File: config.mk
export PLATFORM = sky130hd
export DESIGN_NAME = pcie_ext_capability_regs
export DESIGN_NICKNAME = d
export VERILOG_FILES = /design/src/rtl/ext_cap_pkg.sv /design/src/rtl/header_log_capture.sv /design/src/rtl/pcie_ext_capability_regs.sv
export VERILOG_INCLUDE_DIRS = /design/src /design/src/rtl
export SDC_FILE = /design/constraint.sdc
export NUM_CORES = 1
export LEC_CHECK = 0
export BUFFER_PORTS_ARGS = -buffer_cell sky130_fd_sc_hd__buf_4
export CORE_MARGIN = 2
export CORE_UTILIZATION = 54
export CTS_CLUSTER_SIZE = 10
export DETAILED_ROUTE_END_ITERATION = 12
export PLACE_DENSITY = 0.88
export SETUP_SLACK_MARGIN = 0.15
export SYNTH_ARGS = -nofsm -noshare
export SYNTH_HDL_FRONTEND = slang
export SYNTH_SLANG_ARGS = --single-unit
File: constraint.sdc
create_clock -name clk -period 2.3 [get_ports clk]
set_input_delay 0.345 -clock clk [delete_from_list [all_inputs] [get_ports clk]]
set_output_delay 0.345 -clock clk [all_outputs]
set_load 0.01 [all_outputs]
File: src/rtl/ext_cap_cfg.svh
// Offsets, field positions, reset values and constants of the extended capability register bank
`ifndef EXT_CAP_CFG_SVH
`define EXT_CAP_CFG_SVH

// ****************************************************************
// Register byte offsets (12-bit configuration space address)
// ****************************************************************
`define OFF_HDR_LOG_W1 12'h11c
`define OFF_HDR_LOG_W2 12'h120
`define OFF_HDR_LOG_W3 12'h124
`define OFF_HDR_LOG_W4 12'h128
`define OFF_SERIAL_CAP 12'h180
`define OFF_SERIAL_LOW 12'h184
`define OFF_SERIAL_HIGH 12'h188
`define OFF_VC_CAP 12'h200
`define OFF_PORT_VC_CAP1 12'h204

// ****************************************************************
// Field positions
// ****************************************************************
`define FLD_CAP_ID 15:0
`define FLD_CAP_VER 19:16
`define FLD_NEXT_PTR 31:20
`define FLD_EXTRA_CNT 2:0
`define FLD_LP_EXTRA_CNT 6:4
`define FLD_ARB_REF_CLOCK 9:8
`define FLD_ENTRY_SIZE 11:10

// ****************************************************************
// Reset and constant field values
// ****************************************************************
`define SERIAL_CAP_ID 16'h0003
`define VC_CAP_ID 16'h0002
`define CAP_VERSION 4'h1
`define SERIAL_NEXT_RST 12'h200
`define VC_NEXT_RST 12'h000
`define EXTRA_CNT_VAL 3'h0
`define LP_EXTRA_CNT_VAL 3'h0
`define ARB_REF_CLOCK_VAL 2'h0
`define ENTRY_1BIT 2'h0
`define ENTRY_2BIT 2'h1
`define ENTRY_4BIT 2'h2
`define ENTRY_8BIT 2'h3
`define SERIAL_RST 32'h0000_0000
`define HDR_LOG_RST 32'h0000_0000
`define WORD_ZERO 32'h0000_0000

`endif

File: src/rtl/ext_cap_pkg.sv
// Types shared by the extended capability register bank
package ext_cap_pkg;

    // ****************************************************************
    // Bus carriers
    // ****************************************************************
    typedef struct packed {
        logic psel;
        logic penable;
        logic pwrite;
        logic [11:0] paddr;
        logic [31:0] pwdata;
    } apb_req_t;

    typedef struct packed {
        logic [31:0] prdata;
        logic pready;
        logic pslverr;
    } apb_rsp_t;

    // Logged packet header, word1 is the first header doubleword
    typedef struct packed {
        logic [31:0] word1;
        logic [31:0] word2;
        logic [31:0] word3;
        logic [31:0] word4;
    } tlp_header_t;

    // ****************************************************************
    // State
    // ****************************************************************
    typedef enum logic [1:0] {
        PH_IDLE = 2'b01,
        PH_ANSWER = 2'b10
    } apb_phase_t;

    typedef struct packed {
        logic held;
        tlp_header_t log;
    } log_state_t;

    typedef struct packed {
        apb_phase_t phase;
        apb_rsp_t rsp;
        logic [11:0] serial_next;
        logic [11:0] vc_next;
        logic [31:0] sn_low;
        logic [31:0] sn_high;
    } bank_state_t;

endpackage

File: src/rtl/header_log_capture.sv
// Sticky capture of the four header words of the first reported uncorrectable error
`include "ext_cap_cfg.svh"

module header_log_capture
    import ext_cap_pkg::*;
(
    input wire logic clk,
    input wire logic rst_n,
    input wire logic err_first_report,
    input tlp_header_t err_header,
    input wire logic err_log_rearm,
    output tlp_header_t logged_header_word,
    output logic log_held
);

    log_state_t state_reg;
    log_state_t state_next;

    // ****************************************************************
    // Capture
    // ****************************************************************
    // A new report is taken only while nothing is held; a rearm in the same
    // cycle as a report frees the log and the report wins, so it is not lost.
    always_comb begin
        state_next = state_reg;
        if (err_first_report && (!state_reg.held || err_log_rearm)) begin
            state_next.log = err_header; // All four words together
            state_next.held = 1'b1;
        end else if (err_log_rearm) begin
            state_next.held = 1'b0;
        end
    end

    // Only the power-on reset clears the log; warm resets never reach here
    always_ff @(posedge clk or negedge rst_n) begin
        if (!rst_n) begin
            state_reg.held <= 1'b0;
            state_reg.log <= {`HDR_LOG_RST, `HDR_LOG_RST, `HDR_LOG_RST, `HDR_LOG_RST};
        end else begin
            state_reg <= state_next;
        end
    end

    assign logged_header_word = state_reg.log;
    assign log_held = state_reg.held;

endmodule // header_log_capture

File: src/rtl/pcie_ext_capability_regs.sv
// APB register bank for the header log, serial number and virtual channel capability words
//
// Functional notes
// - Header log words two to four are read-only sticky words, reset zero.
// - Serial capability header: identifier 0x3; next pointer 0x200, writable when unlocked.
// - Serial and channel capability headers report version 0x1 in bits 19:16.
// - Serial low word holds identifier bits 31:0; sticky, zero reset, unlock-writable.
// - Serial high word holds identifier bits 63:32; sticky, zero reset, unlock-writable.
// - Channel capability header returns identifier 0x2.
// - Channel capability next pointer defaults to 0x0, ending the chain.
// - Extra channel count bits 2:0 read 0x0.
// - Low priority extra channel count bits 6:4 read 0x0.
// - Arbitration reference clock bits 9:8 read 0x0.
// - Entry size encodes 0 1-bit, 1 2-bit, 2 4-bit, 3 8-bit.
// - Entry size reads 0x2 on the upstream port, 0x0 downstream.
// - First header word is held too; all four words captured together.

`include "ext_cap_cfg.svh"

module pcie_ext_capability_regs
    import ext_cap_pkg::*;
#(
    parameter bit UPSTREAM_PORT = 1'b1
)
(
    input wire logic clk,
    input wire logic rst_n,
    input wire logic warm_reset,
    input wire logic cap_unlock,
    input apb_req_t apb_req,
    output apb_rsp_t apb_rsp,
    input wire logic err_first_report,
    input tlp_header_t err_header,
    input wire logic err_log_rearm,
    output logic log_held,
    output logic [63:0] unique_id_word
);

    // ****************************************************************
    // Decode helpers
    // ****************************************************************
    // Word-aligned address; the two byte bits never select a register
    function automatic logic [11:0] word_addr(input logic [11:0] a);
        return {a[11:2], 2'b00};
    endfunction

    // True for every word this bank answers without an error
    function automatic logic is_mapped(input logic [11:0] a);
        logic [11:0] w;
        w = word_addr(a);
        return (w == `OFF_HDR_LOG_W1) || (w == `OFF_HDR_LOG_W2) ||
               (w == `OFF_HDR_LOG_W3) || (w == `OFF_HDR_LOG_W4) ||
               (w == `OFF_SERIAL_CAP) || (w == `OFF_SERIAL_LOW) ||
               (w == `OFF_SERIAL_HIGH) || (w == `OFF_VC_CAP) ||
               (w == `OFF_PORT_VC_CAP1);
    endfunction

    // ****************************************************************
    // State
    // ****************************************************************
    bank_state_t state_reg;
    bank_state_t state_next;

    tlp_header_t logged_header_word;
    logic log_held_int;

    logic [1:0] entry_size;
    logic [31:0] serial_hdr_word;
    logic [31:0] vc_hdr_word;
    logic [31:0] port_vc_word;
    logic [31:0] read_word;
    logic [11:0] req_word;
    logic access_done;
    logic write_ok;

    // ****************************************************************
    // Header log
    // ****************************************************************
    // The capture sits apart so its sticky storage never sees warm reset
    header_log_capture u_log (
        .clk(clk),
        .rst_n(rst_n),
        .err_first_report(err_first_report),
        .err_header(err_header),
        .err_log_rearm(err_log_rearm),
        .logged_header_word(logged_header_word),
        .log_held(log_held_int)
    );

    // ****************************************************************
    // Read values of the capability words
    // ****************************************************************
    // Entry size is fixed per port; a strap parameter, not a register
    assign entry_size = UPSTREAM_PORT ? `ENTRY_4BIT : `ENTRY_1BIT;

    // Serial number capability header, all other bits none
    always_comb begin
        serial_hdr_word = `WORD_ZERO;
        serial_hdr_word[`FLD_CAP_ID] = `SERIAL_CAP_ID;
        serial_hdr_word[`FLD_CAP_VER] = `CAP_VERSION;
        serial_hdr_word[`FLD_NEXT_PTR] = state_reg.serial_next;
    end

    // Virtual channel capability header
    always_comb begin
        vc_hdr_word = `WORD_ZERO;
        vc_hdr_word[`FLD_CAP_ID] = `VC_CAP_ID;
        vc_hdr_word[`FLD_CAP_VER] = `CAP_VERSION;
        vc_hdr_word[`FLD_NEXT_PTR] = state_reg.vc_next;
    end

    // First port channel word; bits 3, 7 and 31:12 stay zero
    always_comb begin
        port_vc_word = `WORD_ZERO;
        port_vc_word[`FLD_EXTRA_CNT] = `EXTRA_CNT_VAL;
        port_vc_word[`FLD_LP_EXTRA_CNT] = `LP_EXTRA_CNT_VAL;
        port_vc_word[`FLD_ARB_REF_CLOCK] = `ARB_REF_CLOCK_VAL;
        port_vc_word[`FLD_ENTRY_SIZE] = entry_size;
    end

    // ****************************************************************
    // Read multiplexer
    // ****************************************************************
    // Unmapped words read zero and are flagged with an error response
    assign req_word = word_addr(apb_req.paddr);

    always_comb begin
        unique case (req_word)
            `OFF_HDR_LOG_W1: read_word = logged_header_word.word1;
            `OFF_HDR_LOG_W2: read_word = logged_header_word.word2;
            `OFF_HDR_LOG_W3: read_word = logged_header_word.word3;
            `OFF_HDR_LOG_W4: read_word = logged_header_word.word4;
            `OFF_SERIAL_CAP: read_word = serial_hdr_word;
            `OFF_SERIAL_LOW: read_word = state_reg.sn_low;
            `OFF_SERIAL_HIGH: read_word = state_reg.sn_high;
            `OFF_VC_CAP: read_word = vc_hdr_word;
            `OFF_PORT_VC_CAP1: read_word = port_vc_word;
            default: read_word = `WORD_ZERO;
        endcase
    end

    // ****************************************************************
    // Bus handshake terms
    // ****************************************************************
    // A transfer completes at the edge where the master sees pready high,
    // which is exactly while this bank sits in the answer phase.
    assign access_done = (state_reg.phase == PH_ANSWER) && apb_req.psel && apb_req.penable;

    // Locked writes are dropped silently; software cannot see the lock here
    assign write_ok = access_done && apb_req.pwrite && cap_unlock && is_mapped(apb_req.paddr);

    // ****************************************************************
    // Next state
    // ****************************************************************
    // One wait state on every access keeps prdata and pready registered.
    always_comb begin
        state_next = state_reg;
        unique case (state_reg.phase)
            PH_IDLE: begin
                state_next.rsp.pready = 1'b0;
                if (apb_req.psel && apb_req.penable) begin
                    state_next.phase = PH_ANSWER;
                    state_next.rsp.pready = 1'b1;
                    state_next.rsp.pslverr = !is_mapped(apb_req.paddr);
                    state_next.rsp.prdata = apb_req.pwrite ? `WORD_ZERO : read_word;
                end
            end
            PH_ANSWER: begin
                // Request is released after this edge, drop the answer
                state_next.phase = PH_IDLE;
                state_next.rsp.pready = 1'b0;
                state_next.rsp.pslverr = 1'b0;
                state_next.rsp.prdata = `WORD_ZERO;
            end
            default: begin
                state_next.phase = PH_IDLE;
                state_next.rsp = '0;
            end
        endcase

        // Register writes; only the defined fields take data
        if (write_ok) begin
            unique case (req_word)
                `OFF_SERIAL_CAP: state_next.serial_next = apb_req.pwdata[`FLD_NEXT_PTR];
                `OFF_SERIAL_LOW: state_next.sn_low = apb_req.pwdata;
                `OFF_SERIAL_HIGH: state_next.sn_high = apb_req.pwdata;
                `OFF_VC_CAP: state_next.vc_next = apb_req.pwdata[`FLD_NEXT_PTR];
                default: begin
                    // Header log and channel word are read-only
                    state_next.serial_next = state_reg.serial_next;
                end
            endcase
        end

        // Warm reset restores the non-sticky pointers only
        if (warm_reset) begin
            state_next.serial_next = `SERIAL_NEXT_RST;
            state_next.vc_next = `VC_NEXT_RST;
        end
    end

    // ****************************************************************
    // Registers
    // ****************************************************************
    // rst_n is the power-on reset and is the only one that clears the
    // serial number; warm_reset leaves sn_low and sn_high untouched.
    always_ff @(posedge clk or negedge rst_n) begin
        if (!rst_n) begin
            state_reg.phase <= PH_IDLE;
            state_reg.rsp <= '0;
            state_reg.serial_next <= `SERIAL_NEXT_RST;
            state_reg.vc_next <= `VC_NEXT_RST;
            state_reg.sn_low <= `SERIAL_RST;
            state_reg.sn_high <= `SERIAL_RST;
        end else begin
            state_reg <= state_next;
        end
    end

    // ****************************************************************
    // Outputs
    // ****************************************************************
    // All outputs are flip-flop values, no logic after the registers
    assign apb_rsp = state_reg.rsp;
    assign log_held = log_held_int;
    assign unique_id_word = {state_reg.sn_high, state_reg.sn_low};

endmodule // pcie_ext_capability_regs
==> out/metrics.csv <==
stage;metric;value;unit
finish;synth-to-layout area growth;24.0;%
logic_synthesis;Synth Cell Area;11900;um^2
cts;CTS Buf Count;29;
grt;GRT busiest layer;met2;
cts;clk slew on worst S/H paths;0.06;ns
die;die footprint;23300;um^2
logic_synthesis;sequential fraction of the synthesis area;0.531;
place;Placed Area;14000;um^2
finish;max reg flops;128;
detailed_routing;final wirelength;33700;um
timing;final setup fails;0;
logic_synthesis;Synth cell types;54;
worst_setup_path;crit path max fanout;3;
logic_synthesis;Synth Area in Simple Gates;0.0683;
job;MaxCap Viol Count;0;
logic_synthesis;Synth area leaders;dfrtp_1 53%, mux2_2 16%, buf_4 6.3%, mux2_1 2.8%, nand2_1 2.6%;
timing;Fin. Hold Viols;0;
worst_setup_path;Crit. End Element;flip-flop;
cts;clk root buf;clkbuf_16;
logic_synthesis;Top FF cell, synth;dfrtp_1;
logic_synthesis;synthesized area per cell;12.2;um^2
logic_synthesis;Synth Area in XOR/XNOR;0;
finish;Final Cell Area;14800;um^2
die;Top Ports;280;
grt;vias in the first global route;9149;
finish;Non-Filler Instances;1480;
worst_setup_path;CP Data Arrival Time;2.39;ns
worst_setup_path;Worst Setup Path Type;flip-flop to flip-flop;
place;Port Buf Inserts;277;
place;Place WS;0.00810;ns
timing;relative slew slack;0.451;
cts;clock latency on the worst-skew pair;0.55;ns
grt;initial antenna violation count;2;
timing;Slew @ Worst Pin;0.803;ns
logic_synthesis;Syn Nets;1156;
grt;first-pass GRT wire length;52500;um
detailed_routing;Final ANT Viol Nets;0;
grt;met1 Track Usage GR;0.395;
place;Placed Cells;1434;
logic_synthesis;combinational family with the most area after synthesis;multiplexers;
timing;post-layout minimum cycle time;1.97;ns
timing;Final WS setup;0.326;ns
grt;grt met3 use;0.0785;
logic_synthesis;Synth Area in Adders;0;
pwr;PD cells;689;nW/um^2
timing;Slew Limit Fails;0;
die;Die Y-Extent;153;um
pwr;Static Leak;6.97;nW
logic_synthesis;area fraction in compound gates after synthesis;0.100;
detailed_routing;routed length per placed instance;22.8;um
logic_synthesis;Synth top cells by count;251 x dfrtp_1, 173 x mux2_2, 100 x buf_4;
detailed_routing;Vias;8865;
logic_synthesis;Synth Register Bits;253;
timing;FMAX;507;MHz
logic_synthesis;most common cell in the netlist;dfrtp_1;
logic_synthesis;Post-synth ARST share;1.00;
detailed_routing;Vias/cell;5.99;
place;post-DP HPWL;24600;um
logic_synthesis;proportion of synthesized area in mux cells;0.217;
worst_setup_path;crit start category;flip-flop;
logic_synthesis;Synth top area share;0.526;
grt;Total Routing Usage GR;0.287;
cts;# Post-CTS Setup Buffers;0;
place;routability congestion estimate;0.975;
grt;largest net degree at the start of global routing;69;
timing;Final Cycle Share;0.858;
cts;clk buf depth;3;
logic_synthesis;Synth Instances;975;
detailed_routing;drt first pass iters;6;
min_path;hold crit path type;input port to flip-flop;
die;Row Count;54;
logic_synthesis;cell taking the most area after synthesis;dfrtp_1;
finish;share of layout cells above drive strength 1;0.465;
timing;WHS;0.0303;ns
die;initial core utilization;0.548;
die;die width;153;um
pwr;VDD IR max;0.000499;V
grt;grt ovf;0;
detailed_routing;Iteration-0 DRC Markers;786;
timing;Final Skew;0.0148;ns
cts;CTS tree;done;
timing;setup tns final;0;ns
timing;unrepaired setup endpoints after global routing;no;
finish;Layout Nets;1367;
run_status;outcome;finished clean;
die;core footprint;21800;um^2
detailed_routing;# DRC;0;
grt;met2 Track Usage GR;0.429;
cts;depth of the CTS H-tree;1;
cts;clock sinks;253;
worst_setup_path;Critical Path RT;2.72;ns
logic_synthesis;Ys Warns;0;
logic_synthesis;Post-synth EDFFs;0;
-- cells in the final DEF (no fill, tap or decap), drive strengths merged, types with 3 or more instances in the layout --
cell	synthesis	routed
o22ai	4	4
nor2b	5	5
a21oi	33	33
buf	120	337
nor2	11	11
and4	3	3
o211ai	3	3
nand3	18	18
nand4	3	3
mux2i	30	30
o32ai	6	6
a22oi	25	25
a22o	22	22
nor4	5	5
mux2	203	203
clkbuf	38	42
nand2b	5	5
dfrtp	251	251
nand2	85	85
o21ai	32	32
inv	3	4
o2bb2ai	15	15
and2	3	3
nor3	5	5
a221oi	21	21
-- final timing paths --
check                      depth (start not counted)                                       end                           start  slack (ns)
min in group asynchronous                          2  u_log.logged_header_word[91]$_DFFE_PN0P_                           rst_n        0.34
max in group asynchronous                          3                    apb_rsp[5]$_DFFE_PN0P_                           rst_n        1.19
hold / removal                                     2  u_log.logged_header_word[21]$_DFFE_PN0P_                  err_header[21]        0.03
hold reg to reg                                    2                    apb_rsp[5]$_DFFE_PN0P_          apb_rsp[5]$_DFFE_PN0P_        0.48
setup reg to reg                                   5                   apb_rsp[24]$_DFFE_PN0P_  unique_id_word[22]$_DFFE_PN0P_        0.33
setup / recovery                                   5                   apb_rsp[24]$_DFFE_PN0P_  unique_id_word[22]$_DFFE_PN0P_        0.33
-- critical path, cell delays in order (launching register included) --
cell	delay, ns
dfrtp_1	0.40
mux2_2	0.28
a22o_1	0.20
a2111oi_0	0.70
buf_4	0.23
o21ai_1	0.05
-- cells by family after synthesis --
logic type,count (synthesis)
simple gates,159
mux,233
flops,253
compound gates,169
buf+inv,161
-- power breakdown --
group | switching (W) | internal (W)
sequential | 0.000185 | 0.00480
combinational | 0.000541 | 0.000637
clock | 0.00171 | 0.00232
total | 0.00244 | 0.00775
-- metal layers --
metal | part of all wire | wire [um]
met5 | 0 | 0
met3 | 0.099 | 3350
met2 | 0.45 | 15300
met1 | 0.40 | 13500
met4 | 0.046 | 1550
-- per-stage QoR --
| stage | util | total power (W) |
|---|---|---|
| finish | 0.680 | 0.0102 |
| global route | 0.680 | 0.0106 |
| CTS | 0.680 | 0.0102 |
| detailed placement | 0.643 | 0.00622 |
| global placement | 0.643 | 0.00616 |
| floorplan | - | 0.00559 |
-- repair_timing --
action,4_1_cts,5_1_grt
endpoints found under the hold margin,62,0
resized for setup,0,0
hold buffers,1,0
-- area by class of cell --
type                            instances  area, um^2
Fill cell                            1551        6960
Inverter                                3        11.3
Multi-Input combinational cell        561        4630
Tap cell                              280         350
Clock inverter                          1        8.76
Timing Repair Buffer                  338        2670
Sequential cell                       253        6330
Clock buffer                           42         785
Antenna cell                            2        5.00
Power figures use the tool's default switching activity.
